[src/rtl/stage_seq_pkg.sv]
// Purpose: constants shared by the stage program runner and its helpers
// Assumes: 25 MHz system clock, classic Wishbone register access
// Notes: all stage values are held in tenths (percent or time unit)
//
// Behaviour
// - mode 0: one pass, then stop
// - zero-time stages are skipped
// - ramp time scales with frequency difference
// - mode 1: hold last stage until stop command
// - mode 2: loop until stop command
// - no retention: restart from stage 0
// - retention: resume stage with remaining time
// - signed stage frequency, negative runs reverse
// - full scale maps to maximum frequency
// - stage time 0 to 6553.5, tenth steps
// - time unit seconds or minutes
package stage_seq_pkg;

  // ----------------------------------------------------------------
  // timing
  // ----------------------------------------------------------------
  localparam int CLK_HZ = 25000000;
  localparam int TENTH_SEC_MS = 100;
  localparam int TENTH_SEC_CYCLES = CLK_HZ / 1000 * TENTH_SEC_MS;
  localparam int MIN_PER_SEC = 60;

  // ----------------------------------------------------------------
  // sizes
  // ----------------------------------------------------------------
  localparam int STAGES = 16;
  localparam int STAGE_W = 4;
  localparam int FREQ_W = 16;
  localparam int TIME_W = 16;
  localparam logic signed [FREQ_W-1:0] FREQ_FULL_SCALE = 16'sd1000;
  localparam logic [FREQ_W-1:0] FREQ_RESET = 16'h0000;
  localparam logic [TIME_W-1:0] TIME_RESET = 16'h0000;

  // ----------------------------------------------------------------
  // register map (byte addresses)
  // ----------------------------------------------------------------
  localparam logic [7:0] CTRL_ADDR = 8'h00;
  localparam logic [7:0] STATUS_ADDR = 8'h04;
  localparam logic [7:0] MAXF_ADDR = 8'h08;
  localparam logic [7:0] ACCEL_ADDR = 8'h0C;
  localparam logic [7:0] DECEL_ADDR = 8'h10;
  localparam logic [7:0] OUTF_ADDR = 8'h14;
  localparam logic [7:0] RAMP_ADDR = 8'h18;
  localparam logic [7:0] FREQ_BASE = 8'h40;
  localparam logic [7:0] TIME_BASE = 8'h80;

  // ctrl fields
  localparam int CTRL_MODE_LSB = 0;
  localparam int CTRL_RETAIN_BIT = 2;
  localparam int CTRL_UNIT_BIT = 3;
  localparam logic [31:0] CTRL_RESET = 32'h0000_0000;
  localparam logic [15:0] MAXF_RESET = 16'h01F4;
  localparam logic [15:0] ACCEL_RESET = 16'h0064;
  localparam logic [15:0] DECEL_RESET = 16'h00C8;

  typedef enum logic [1:0] {MODE_ONE_PASS, MODE_HOLD_LAST, MODE_LOOP} seq_mode_t;
  typedef enum logic [1:0] {ST_IDLE, ST_SEEK, ST_RUN, ST_HOLD} seq_state_t;

endpackage

[src/rtl/ramp_time_calc.sv]
// Purpose: ramp time between two stage frequencies
// Assumes: frequencies in signed tenths of percent, result in ramp units
// Notes: one registered stage of latency
module ramp_time_calc
  import stage_seq_pkg::*;
(
  // clock and reset
  input wire logic CLK,
  input wire logic RSTN,
  // operands
  input wire logic signed [stage_seq_pkg::FREQ_W-1:0] freq_new,
  input wire logic signed [stage_seq_pkg::FREQ_W-1:0] freq_old,
  input wire logic [15:0] accel_time,
  input wire logic [15:0] decel_time,
  // result
  output logic [15:0] ramp_time
);
  import stage_seq_pkg::*;

  logic signed [FREQ_W:0] diff;
  logic [FREQ_W:0] mag;
  logic [15:0] rate;
  logic [33:0] prod;
  logic [33:0] quot;

  // |new - old| / full scale * accel or decel time
  always_comb
  begin
    diff = {freq_new[FREQ_W-1], freq_new} - {freq_old[FREQ_W-1], freq_old};
    mag = diff[FREQ_W] ? unsigned'(-diff) : unsigned'(diff);
    rate = (mag_up(freq_new, freq_old)) ? accel_time : decel_time;
    prod = {17'h0_0000, mag} * {18'h0_0000, rate};
    quot = prod / {18'h0_0000, 16'(FREQ_FULL_SCALE)};
  end

  // magnitude rising means acceleration
  function automatic logic mag_up(input logic signed [FREQ_W-1:0] a,
                                  input logic signed [FREQ_W-1:0] b);
    logic [FREQ_W-1:0] ma;
    logic [FREQ_W-1:0] mb;
    ma = a[FREQ_W-1] ? FREQ_W'(-a) : a;
    mb = b[FREQ_W-1] ? FREQ_W'(-b) : b;
    return ma >= mb;
  endfunction

  always_ff @(posedge CLK)
  begin
    if (!RSTN)
      ramp_time <= 16'h0000;
    else
      ramp_time <= quot[15:0];
  end

endmodule

[src/rtl/stage_program_runner.sv]
// Purpose: sixteen-stage speed sequencer with Wishbone registers
// Assumes: run and stop commands are one-cycle pulses, power_fail level
// Notes: retained state survives power_fail while RSTN stays high
//
// Design decisions made here: the Wishbone interface to the registers and the register addresses.
module stage_program_runner
  import stage_seq_pkg::*;
#(
  parameter int TICK_CYCLES = stage_seq_pkg::TENTH_SEC_CYCLES
)
(
  // clock and reset
  input wire logic CLK,
  input wire logic RSTN,
  // wishbone slave
  input wire logic WB_CYC_I,
  input wire logic WB_STB_I,
  input wire logic WB_WE_I,
  input wire logic [7:0] WB_ADR_I,
  input wire logic [3:0] WB_SEL_I,
  input wire logic [31:0] WB_DAT_I,
  output logic [31:0] WB_DAT_O,
  output logic WB_ACK_O,
  // run/stop command source
  input wire logic RUN_CMD,
  input wire logic STOP_CMD,
  input wire logic POWER_FAIL,
  // ramp generator
  output logic signed [stage_seq_pkg::FREQ_W-1:0] TARGET_FREQ,
  output logic REVERSE,
  output logic RUNNING,
  output logic [15:0] RAMP_TIME,
  output logic [stage_seq_pkg::STAGE_W-1:0] STAGE
);
  import stage_seq_pkg::*;

  // ----------------------------------------------------------------
  // storage
  // ----------------------------------------------------------------
  logic [FREQ_W-1:0] freq_reg [STAGES];
  logic [TIME_W-1:0] time_reg [STAGES];
  logic [31:0] ctrl_reg;
  logic [15:0] maxf_reg;
  logic [15:0] accel_reg;
  logic [15:0] decel_reg;
  seq_state_t state_reg;
  logic [STAGE_W-1:0] stage_reg;
  logic [TIME_W-1:0] remain_reg;
  logic [31:0] tick_cnt_reg;
  logic [5:0] unit_cnt_reg;
  logic signed [FREQ_W-1:0] prev_freq_reg;
  logic [STAGE_W:0] seek_cnt_reg;
  logic saved_valid_reg;
  logic power_fail_reg;
  logic [31:0] out_freq_reg;
  logic [15:0] ramp_w;
  logic tenth_tick;
  seq_mode_t mode;
  logic wb_req;

  assign mode = seq_mode_t'(ctrl_reg[CTRL_MODE_LSB +: 2]);
  assign wb_req = WB_CYC_I && WB_STB_I && !WB_ACK_O;

  function automatic logic [31:0] merge(input logic [31:0] old, input logic [31:0] dat,
                                        input logic [3:0] sel);
    logic [31:0] r;
    r = old;
    for (int i = 0; i < 4; i++)
      if (sel[i])
        r[i*8 +: 8] = dat[i*8 +: 8];
    return r;
  endfunction

  function automatic logic is_last(input logic [STAGE_W-1:0] s);
    return s == STAGE_W'(STAGES - 1);
  endfunction

  // ----------------------------------------------------------------
  // bus slave
  // ----------------------------------------------------------------
  always_ff @(posedge CLK)
  begin
    if (!RSTN)
      WB_ACK_O <= 1'b0;
    else
      WB_ACK_O <= wb_req;
  end

  always_ff @(posedge CLK)
  begin
    if (!RSTN)
    begin
      ctrl_reg <= CTRL_RESET;
      maxf_reg <= MAXF_RESET;
      accel_reg <= ACCEL_RESET;
      decel_reg <= DECEL_RESET;
      for (int i = 0; i < STAGES; i++)
      begin
        freq_reg[i] <= FREQ_RESET;
        time_reg[i] <= TIME_RESET;
      end
    end
    else if (wb_req && WB_WE_I)
    begin
      if (WB_ADR_I == CTRL_ADDR)
        ctrl_reg <= merge(ctrl_reg, WB_DAT_I, WB_SEL_I) & 32'h0000_000F;
      else if (WB_ADR_I == MAXF_ADDR)
        maxf_reg <= 16'(merge({16'h0000, maxf_reg}, WB_DAT_I, WB_SEL_I));
      else if (WB_ADR_I == ACCEL_ADDR)
        accel_reg <= 16'(merge({16'h0000, accel_reg}, WB_DAT_I, WB_SEL_I));
      else if (WB_ADR_I == DECEL_ADDR)
        decel_reg <= 16'(merge({16'h0000, decel_reg}, WB_DAT_I, WB_SEL_I));
      else if (WB_ADR_I[7:6] == FREQ_BASE[7:6] && WB_ADR_I[1:0] == 2'b00)
        freq_reg[WB_ADR_I[5:2]] <=
          16'(merge({16'h0000, freq_reg[WB_ADR_I[5:2]]}, WB_DAT_I, WB_SEL_I));
      else if (WB_ADR_I[7:6] == TIME_BASE[7:6] && WB_ADR_I[1:0] == 2'b00)
        time_reg[WB_ADR_I[5:2]] <=
          16'(merge({16'h0000, time_reg[WB_ADR_I[5:2]]}, WB_DAT_I, WB_SEL_I));
    end
  end

  always_ff @(posedge CLK)
  begin
    if (!RSTN)
      WB_DAT_O <= 32'h0000_0000;
    else if (wb_req && !WB_WE_I)
    begin
      WB_DAT_O <= 32'h0000_0000;
      if (WB_ADR_I == CTRL_ADDR)
        WB_DAT_O <= ctrl_reg;
      else if (WB_ADR_I == STATUS_ADDR)
        WB_DAT_O <= {9'h000, remain_reg, saved_valid_reg, state_reg == ST_RUN,
                     RUNNING, stage_reg};
      else if (WB_ADR_I == MAXF_ADDR)
        WB_DAT_O <= {16'h0000, maxf_reg};
      else if (WB_ADR_I == ACCEL_ADDR)
        WB_DAT_O <= {16'h0000, accel_reg};
      else if (WB_ADR_I == DECEL_ADDR)
        WB_DAT_O <= {16'h0000, decel_reg};
      else if (WB_ADR_I == OUTF_ADDR)
        WB_DAT_O <= out_freq_reg;
      else if (WB_ADR_I == RAMP_ADDR)
        WB_DAT_O <= {16'h0000, RAMP_TIME};
      else if (WB_ADR_I[7:6] == FREQ_BASE[7:6])
        WB_DAT_O <= {{16{freq_reg[WB_ADR_I[5:2]][FREQ_W-1]}}, freq_reg[WB_ADR_I[5:2]]};
      else if (WB_ADR_I[7:6] == TIME_BASE[7:6])
        WB_DAT_O <= {16'h0000, time_reg[WB_ADR_I[5:2]]};
    end
  end

  // ----------------------------------------------------------------
  // time base
  // ----------------------------------------------------------------
  always_ff @(posedge CLK)
  begin
    if (!RSTN || state_reg != ST_RUN || power_fail_reg)
    begin
      tick_cnt_reg <= 32'h0000_0000;
      unit_cnt_reg <= 6'h00;
    end
    else if (tick_cnt_reg == 32'(TICK_CYCLES - 1))
    begin
      tick_cnt_reg <= 32'h0000_0000;
      if (!ctrl_reg[CTRL_UNIT_BIT] || unit_cnt_reg == 6'(MIN_PER_SEC - 1))
        unit_cnt_reg <= 6'h00;
      else
        unit_cnt_reg <= unit_cnt_reg + 6'h01;
    end
    else
      tick_cnt_reg <= tick_cnt_reg + 32'h0000_0001;
  end

  // seconds or minutes per tenth
  assign tenth_tick = tick_cnt_reg == 32'(TICK_CYCLES - 1) &&
                      (!ctrl_reg[CTRL_UNIT_BIT] || unit_cnt_reg == 6'(MIN_PER_SEC - 1));

  // ----------------------------------------------------------------
  // sequencer
  // ----------------------------------------------------------------
  always_ff @(posedge CLK)
  begin
    if (!RSTN)
      power_fail_reg <= 1'b0;
    else
      power_fail_reg <= POWER_FAIL;
  end

  always_ff @(posedge CLK)
  begin
    if (!RSTN)
    begin
      state_reg <= ST_IDLE;
      stage_reg <= '0;
      remain_reg <= TIME_RESET;
      seek_cnt_reg <= '0;
      saved_valid_reg <= 1'b0;
    end
    else if (power_fail_reg)
    begin
      if (state_reg == ST_RUN && ctrl_reg[CTRL_RETAIN_BIT])
        saved_valid_reg <= 1'b1;
      else if (state_reg != ST_IDLE)
        saved_valid_reg <= 1'b0;
      if (!ctrl_reg[CTRL_RETAIN_BIT])
      begin
        stage_reg <= '0;
        remain_reg <= TIME_RESET;
      end
      state_reg <= ST_IDLE;
    end
    else if (STOP_CMD)
    begin
      state_reg <= ST_IDLE;
      saved_valid_reg <= 1'b0;
    end
    else
    begin
      unique case (state_reg)
        ST_IDLE:
        begin
          if (RUN_CMD && saved_valid_reg && ctrl_reg[CTRL_RETAIN_BIT])
          begin
            state_reg <= ST_RUN;
            saved_valid_reg <= 1'b0;
          end
          else if (RUN_CMD)
          begin
            stage_reg <= '0;
            seek_cnt_reg <= '0;
            saved_valid_reg <= 1'b0;
            state_reg <= ST_SEEK;
          end
        end
        ST_SEEK:
        begin
          if (time_reg[stage_reg] != TIME_RESET)
          begin
            remain_reg <= time_reg[stage_reg];
            state_reg <= ST_RUN;
          end
          else if (seek_cnt_reg == (STAGE_W+1)'(STAGES))
            state_reg <= ST_IDLE;
          else
          begin
            seek_cnt_reg <= seek_cnt_reg + 1'b1;
            if (is_last(stage_reg))
            begin
              if (mode == MODE_LOOP)
                stage_reg <= '0;
              else
                state_reg <= (mode == MODE_HOLD_LAST) ? ST_HOLD : ST_IDLE;
            end
            else
              stage_reg <= stage_reg + 1'b1;
          end
        end
        ST_RUN:
        begin
          if (tenth_tick)
          begin
            if (remain_reg > 16'h0001)
              remain_reg <= remain_reg - 16'h0001;
            else
            begin
              remain_reg <= TIME_RESET;
              seek_cnt_reg <= '0;
              if (!is_last(stage_reg))
              begin
                stage_reg <= stage_reg + 1'b1;
                state_reg <= ST_SEEK;
              end
              else if (mode == MODE_LOOP)
              begin
                stage_reg <= '0;
                state_reg <= ST_SEEK;
              end
              else if (mode == MODE_HOLD_LAST)
                state_reg <= ST_HOLD;
              else
                state_reg <= ST_IDLE;
            end
          end
        end
        ST_HOLD:
          state_reg <= ST_HOLD;
      endcase
    end
  end

  // ----------------------------------------------------------------
  // outputs to the ramp generator
  // ----------------------------------------------------------------
  ramp_time_calc u_ramp (
    .CLK(CLK),
    .RSTN(RSTN),
    .freq_new(signed'(freq_reg[stage_reg])),
    .freq_old(prev_freq_reg),
    .accel_time(accel_reg),
    .decel_time(decel_reg),
    .ramp_time(ramp_w)
  );

  always_ff @(posedge CLK)
  begin
    if (!RSTN)
    begin
      TARGET_FREQ <= '0;
      REVERSE <= 1'b0;
      RUNNING <= 1'b0;
      RAMP_TIME <= 16'h0000;
      STAGE <= '0;
      prev_freq_reg <= '0;
      out_freq_reg <= 32'h0000_0000;
    end
    else
    begin
      RUNNING <= state_reg == ST_RUN || state_reg == ST_HOLD;
      STAGE <= stage_reg;
      RAMP_TIME <= ramp_w;
      // hold keeps the target of the last timed stage
      if (state_reg == ST_RUN)
      begin
        TARGET_FREQ <= signed'(freq_reg[stage_reg]);
        REVERSE <= freq_reg[stage_reg][FREQ_W-1];
        out_freq_reg <= 32'(signed'(freq_reg[stage_reg]) * signed'({1'b0, maxf_reg})
                        / FREQ_FULL_SCALE);
        prev_freq_reg <= TARGET_FREQ;
      end
      else if (state_reg == ST_IDLE)
      begin
        TARGET_FREQ <= '0;
        REVERSE <= 1'b0;
        out_freq_reg <= 32'h0000_0000;
        prev_freq_reg <= '0;
      end
    end
  end

  // ----------------------------------------------------------------
  // checks
  // ----------------------------------------------------------------
  chk_one_pass_stop: assert property (@(posedge CLK) disable iff (!RSTN)
    (state_reg == ST_RUN && tenth_tick && remain_reg <= 16'h0001 && is_last(stage_reg)
     && mode == MODE_ONE_PASS && !STOP_CMD && !power_fail_reg) |=> state_reg == ST_IDLE)
    else $error("mode 0 did not stop after last stage");
  chk_zero_skip: assert property (@(posedge CLK) disable iff (!RSTN)
    (state_reg == ST_SEEK && time_reg[stage_reg] == TIME_RESET) |=> state_reg != ST_RUN)
    else $error("running a zero-time stage");
  chk_hold_last: assert property (@(posedge CLK) disable iff (!RSTN)
    (state_reg == ST_HOLD && !STOP_CMD && !power_fail_reg)
    |=> state_reg == ST_HOLD && $stable(TARGET_FREQ))
    else $error("hold stage left without stop");
  chk_loop_restart: assert property (@(posedge CLK) disable iff (!RSTN)
    (state_reg == ST_RUN && tenth_tick && remain_reg <= 16'h0001 && is_last(stage_reg)
     && mode == MODE_LOOP && !STOP_CMD && !power_fail_reg)
    |=> state_reg == ST_SEEK && stage_reg == '0)
    else $error("loop mode did not restart");
  chk_no_retain: assert property (@(posedge CLK) disable iff (!RSTN)
    (power_fail_reg && !ctrl_reg[CTRL_RETAIN_BIT]) |=> stage_reg == '0)
    else $error("stage kept without retention");
  chk_retain_keep: assert property (@(posedge CLK) disable iff (!RSTN)
    (power_fail_reg && ctrl_reg[CTRL_RETAIN_BIT]) |=> $stable(stage_reg) && $stable(remain_reg))
    else $error("retained stage lost");
  chk_reverse_sign: assert property (@(posedge CLK) disable iff (!RSTN)
    RUNNING |-> REVERSE == TARGET_FREQ[FREQ_W-1] || $changed(STAGE))
    else $error("direction mismatch");
  chk_timer_tick: assert property (@(posedge CLK) disable iff (!RSTN)
    (state_reg == ST_RUN && tenth_tick && remain_reg > 16'h0001 && !STOP_CMD && !power_fail_reg)
    |=> remain_reg == $past(remain_reg) - 16'h0001)
    else $error("stage timer missed a tick");

endmodule

[config.mk]
export PLATFORM = sky130hd
export DESIGN_NAME = stage_program_runner
export DESIGN_NICKNAME = d
export VERILOG_FILES = /design/src/rtl/stage_seq_pkg.sv /design/src/rtl/ramp_time_calc.sv /design/src/rtl/stage_program_runner.sv
export SDC_FILE = /design/constraint.sdc
export NUM_CORES = 2
export LEC_CHECK = 0
export BUFFER_PORTS_ARGS = -buffer_cell sky130_fd_sc_hd__buf_2
export CELL_PAD_IN_SITES_DETAIL_PLACEMENT = 1
export CELL_PAD_IN_SITES_GLOBAL_PLACEMENT = 2
export CORE_ASPECT_RATIO = 1.2
export CORE_UTILIZATION = 39
export CTS_CLUSTER_SIZE = 12
export DETAILED_ROUTE_END_ITERATION = 6
export GPL_ROUTABILITY_DRIVEN = 0
export PLACE_DENSITY_LB_ADDON = 0.15
export SLEW_MARGIN = 20
export SYNTH_ARGS = -nofsm -noshare
export SYNTH_HDL_FRONTEND = slang
export SYNTH_HIERARCHICAL = 1
export SYNTH_SLANG_ARGS = --single-unit
export TNS_END_PERCENT = 1
[constraint.sdc]
create_clock -name CLK -period 25.7 [get_ports CLK]
set_clock_uncertainty 0.2 [all_clocks]
set_input_delay 2.57 -clock CLK [delete_from_list [all_inputs] [get_ports CLK]]
set_output_delay 2.57 -clock CLK [all_outputs]
set_load 0.01 [all_outputs]
Word-level counts from Yosys, hierarchy flattened
Memory sizes are Yosys's and may differ from the RTL's. A register that Yosys moved wholly into a read port is not among the register bits. Cells that the tools add are included.

$add $sub $neg: 9. Multiply operators: 2. Div/mod/pow operators: 2. Order comparisons: 2. Equality and inequality tests: 37. Multiplexer cells: 128. Bitwise logic cells: 6. Reduce and logical (&&, ||, !) cells: 45.

Operators with widths (number): 32-bit 2-to-1 mux (10); 8-bit 2-to-1 mux (34); 16-bit 2-to-1 mux (15); 4-bit 2-to-1 mux (17); 33-bit by 10-bit divider with 34-bit output, second input constant (1); 17-bit by 16-bit multiplier with 33-bit output (1); 32-bit by 1-bit adder with 32-bit output, second input constant (1); 32-bit by 11-bit divider with 32-bit output, second input constant (1); 32-bit by 22-bit equality test with 1-bit output, second input constant (1); 16-bit by 17-bit multiplier with 32-bit output (1); 16-bit negator (2); 16-bit case mux with 2 select lines (1); 16-bit OR reduction (2); 5-bit 2-to-1 mux (6); 1-bit 2-to-1 mux (29); 8-bit by 5-bit equality test with 1-bit output, second input constant (3); 3-bit inequality test, second input constant (8); 2-bit 2-to-1 mux (11); 5-bit AND reduction (4); 9-bit AND reduction (2); 17-bit 2-to-1 mux (1); 17-bit negator (1); 16-bit by 16-bit subtractor with 17-bit output (1); 8-bit by 4-bit equality test with 1-bit output, second input constant (2); 35 further kinds (76).

Flip-flop bits (word level): 254. RAM bits: 512. Input bits: 52. Memories: 2.

Memory list: freq_reg (words 16, bits a word 16, rd ports 2, clocked after memory_dff 1, wr ports 16, line stage_program_runner.sv:40) `logic [FREQ_W-1:0] freq_reg [STAGES];`; time_reg (words 16, bits a word 16, rd ports 2, clocked after memory_dff 1, wr ports 16, line stage_program_runner.sv:41) `logic [TIME_W-1:0] time_reg [STAGES];`.

Logic depth before layout (Yosys ltp)
Word-level depth: 13. Gate-level depth with buffers: 119. Gate-level depth less buffers: 100.

Modules after synthesis
The synthesis kept the hierarchy.

Modules (own cells, without submodules): stage_program_runner (times used 1, cells each 5079, area each 53686.5 µm², seq. area each 20199.4 µm²); ramp_time_calc (times used 1, cells each 2389, area each 18495.2 µm², seq. area each 320.3 µm²).

Least setup slack after synthesis
OpenSTA, ideal clock, no wires.

Path kind: reg2reg. From: register with a tool-made name. To: register u_ramp.ramp_time[0]. Data arrival time: 27.757 ns. Slack: -2.339 ns. Stages on the path, launching flop included: 111. Path buffers: 14. Cell sequence: dfxtp_1 clkbuf_1 clkbuf_1 clkbuf_1 clkbuf_1 buf_1 mux4_2 mux4_2 buf_1 inv_1 ha_1 nand2_1 o21ai_0 ha_1 o21ai_0 nand2b_1 a21o_1 a21oi_1 [75 not listed] a32oi_2 buf_6 a2111oi_2 nor3_2 or2_1 a41o_1 a21o_1 o31ai_1 o31ai_2 o31ai_4 mux2i_1 xor2_1 o31ai_1 and2_1 o21ai_1 mux2_2 or4_1 o221ai_1.

RTL lines: end signal: assignment (line ramp_time_calc.sv:51) `ramp_time <= quot[15:0];`; end: declaration (line ramp_time_calc.sv:16) `output logic [15:0] ramp_time`.

==> results.sh <==
export IMPL_clkSinkCount=769
export IMPL_cp_num_cells=109
export IMPL_hold_viol=0
export IMPL_pin_count=123
export IMPL_max_freq_mhz=38.6
export IMPL_synth_top_area_share_pct=21.3
export IMPL_die_area_um2=187000
export IMPL_core_um2=183000
export IMPL_path_delay_family="compound AO/OA/AOI/OAI gates"
export IMPL_cp_max_fo=10
export IMPL_multi_input_area_um2=49300
export IMPL_dp_hpwl_mm=208
export IMPL_final_antenna_net_count=0
export IMPL_finalCriticalPeriod_ps=25880
export IMPL_holdPathStages=1
export IMPL_ys_ff_latch=769
export IMPL_h_tree_depth=3
export IMPL_finalMaxSlewViolations=0
export IMPL_clk_latency_ps=710
export IMPL_cts_buffer_depth=3
export IMPL_cp_common_cell="buf_4"
export IMPL_setup_viol=1
export IMPL_drt_wl_total_mm=275
export IMPL_seqCellArea_um2=20500
export IMPL_cap_violations=0
export IMPL_viasPerCell=5.88
export IMPL_synth_ff_type="edfxtp_1"
export IMPL_die_x_um=395
export IMPL_critPathBufInv=23
export IMPL_ys_seq_area_share_pct=28.4
export IMPL_gr_total_overflow=0
export IMPL_preCtsSetupSlack_ps=-1190
export IMPL_syn_cell_area_um2=72200
export IMPL_grt_pass1_vias=68200
export IMPL_slowest_stage="or4_4"
export IMPL_cp_arrival_ps=26280
export IMPL_avgSynthCellArea_um2=9.67
export IMPL_cts_made_buffers=81
export IMPL_end_kind="flop"
export IMPL_initial_core_util_pct=39.4
export IMPL_slowest_delay_ps=580
export IMPL_min_to="RAMP_TIME[15]"
export IMPL_synth_edf_count=512
export IMPL_rsz0062_at_grt="true"
export IMPL_final_cell_area_um2=86100
export IMPL_final_cells=10800
export IMPL_io_buffers=104
export IMPL_yosysTopAreaCell="edfxtp_1"
export IMPL_final_net_count=9021
export IMPL_grt_pass1_wl_mm=418
export IMPL_synthArstFlopShare_pct=0
export IMPL_r2r_cells=109
export IMPL_critPathKind="reg -> reg"
export IMPL_nFillCells=20700
export IMPL_drc_errors=0
export IMPL_std_cell_rows=172
export IMPL_cts_root_buf="clkbuf_16"
export IMPL_placed_cells=10600
export IMPL_finalCritPeriodShare_pct=101
export IMPL_worst_slew_pin_slew_ps=1230
export IMPL_die_y_um=473
export IMPL_syn_num_nets=8195
export IMPL_synth_warnings=6
export IMPL_startpoint_type="flop"
export IMPL_cts_tree="built"
export IMPL_maxSlewHeadroom_pct=16.8
export IMPL_outcome="finished, violations left"
export IMPL_area_growth_pct=19.3
export IMPL_synth_cell_types=172
export IMPL_clk_pin_slew_ps=70
export IMPL_dr_pass1_iters=6
export IMPL_grt_start_max_net_pins=80
export IMPL_setup_tns_ps=-183
export IMPL_worstPathRequired_ps=26090
export IMPL_wl_per_cell_um=25.5
export IMPL_syn_inst=7468
export IMPL_r2r_slack_ps=-180
export IMPL_min_path_type="reg -> reg"
export IMPL_antenna_found_initial=5
export IMPL_dpl_cell_area_um2=81900
export IMPL_min_from="u_ramp/ramp_time[15]"
export IMPL_r2r_end="u_ramp/ramp_time[0]"
export IMPL_drive_gt1_share_pct=24.7
export IMPL_final_setup_worst_slack_ps=-183
export IMPL_violations="negative setup slack"
export IMPL_ys_top_cells_by_area="edfxtp_1 21%, fa_1 11%, mux4_2 9.9%"
export IMPL_via_count=63400
export IMPL_drt_initial_drc_count=4470
export IMPL_grt_usage_pct=29.2
[cells in the mapped netlist (22+ instances only)]
cell type  instances
nor2_1           969
nand2_1          750
inv_1            553
edfxtp_1         512
fa_1             403
mux4_2           318
a21oi_1          279
ha_1             272
clkbuf_1         263
dfxtp_1          257
and2_1           229
xnor2_1          199
o21ai_0          186
nand3_1          140
xor2_1           120
mux2i_1          117
nor3_1           117
nor2b_1           94
a31oi_1           82
nand4_1           73
a21o_1            66
o211ai_1          66
and3_1            57
a21boi_0          54
a211oi_1          53
nand2b_1          52
or3_1             50
nor4_1            49
buf_1             48
o21ai_1           47
buf_2             46
a22o_1            44
a22oi_1           44
o31ai_1           37
o21a_1            35
mux2_2            31
a211o_1           25
o22ai_1           23
o211a_1           22
[kinds of logic (layout without fill, tap and decap cells)]
| family | Yosys count | in the layout | share of synthesized area, % |
|---|---|---|---|
| AOI/OAI and AO/OA | 1491 | 1493 | 15.6 |
| xor gates and xnor gates | 328 | 328 | 4.10 |
| adders and majority gates | 684 | 684 | 16.0 |
| buffers and inverters | 948 | 1822 | 5.29 |
| DFF | 769 | 769 | 28.4 |
| muxes | 478 | 478 | 12.3 |
| other | 0 | 3 | 0 |
| and+or+nand+nor | 2770 | 2770 | 18.3 |
[per-stage QoR]
step	hold WS [ps]	util, %
after detailed placement	225	44.7
after global routing	235	46.9
after CTS	230	46.5
after global placement	216	44.6
final	227	47.0
after floorplan	212	-
[how the worst max path moves through the flow]
stage | slack, ps | endpoint | from
CTS | 1 | u_ramp/ramp_time[0] | flop
detailed placement | -1190 | u_ramp/ramp_time[0] | flop
global placement | -760 | u_ramp/ramp_time[0] | flop
finish | -180 | u_ramp/ramp_time[0] | flop
floorplan | 40 | u_ramp/ramp_time[0] | flop
global route | -1330 | u_ramp/ramp_time[0] | flop
[worst reg2reg max path, delay by kind of cell, from the launching register on]
kind	cells	cell delay [ps]
buffers and inverters	23	3160
adders and majority gates	9	3920
xor gates and xnor gates	1	180
AOI/OAI and AO/OA	46	10230
and+or+nand+nor	24	6230
DFF	1	340
muxes	6	1550
[layout by cell type, fill, tap and decap left out, types with 52 or more instances in the layout]
master and instances:
nor3_1 110, fa_1 401, inv_1 551, o211ai_1 66, dfxtp_1 253, o21ai_1 55, and2_1 225, mux2i_1 84
nand3_1 136, buf_4 1008, nor2b_1 91, o21ai_0 170, nor2_1 959, xor2_1 116, nand2b_1 52, buf_2 101
nand4_1 73, nand2_1 737, and3_1 53, edfxtp_1 512, a21o_1 64, xnor2_1 171, ha_1 265, clkbuf_16 85
a31oi_1 76, a21boi_0 53, mux4_2 318, a21oi_1 253
[repair_timing]
action	CTS	global route
hold buffers	0	0
setup endpoints to repair	17	35
gates resized for setup	115	126
buffers inserted	21	18
gates cloned	2	0
pin swaps	37	51
[area by class of cell]
type	count	area share, %
Clock inverter	21	0.318
Inverter	555	2.42
Timing Repair Buffer	1134	9.91
Multi-Input combinational cell	5753	57.3
Antenna cell	3	0.00872
Sequential cell	769	23.8
Clock buffer	112	2.65
Tap cell	2436	3.54
[per-layer routing]
metal | up-vias | GRT usage, % | part of all wire (%)
met2 | 1790 | 51.4 | 50
met1 | 32600 | 36.2 | 40
met5 | - | 0 | 0.0047
met4 | 2 | 12.6 | 4.6
met3 | 489 | 2.99 | 5.4
li1 | 28600 | - | -
Power is not shown: default switching activity piles up to over one toggle a cycle in this logic, so the estimate is an artifact.
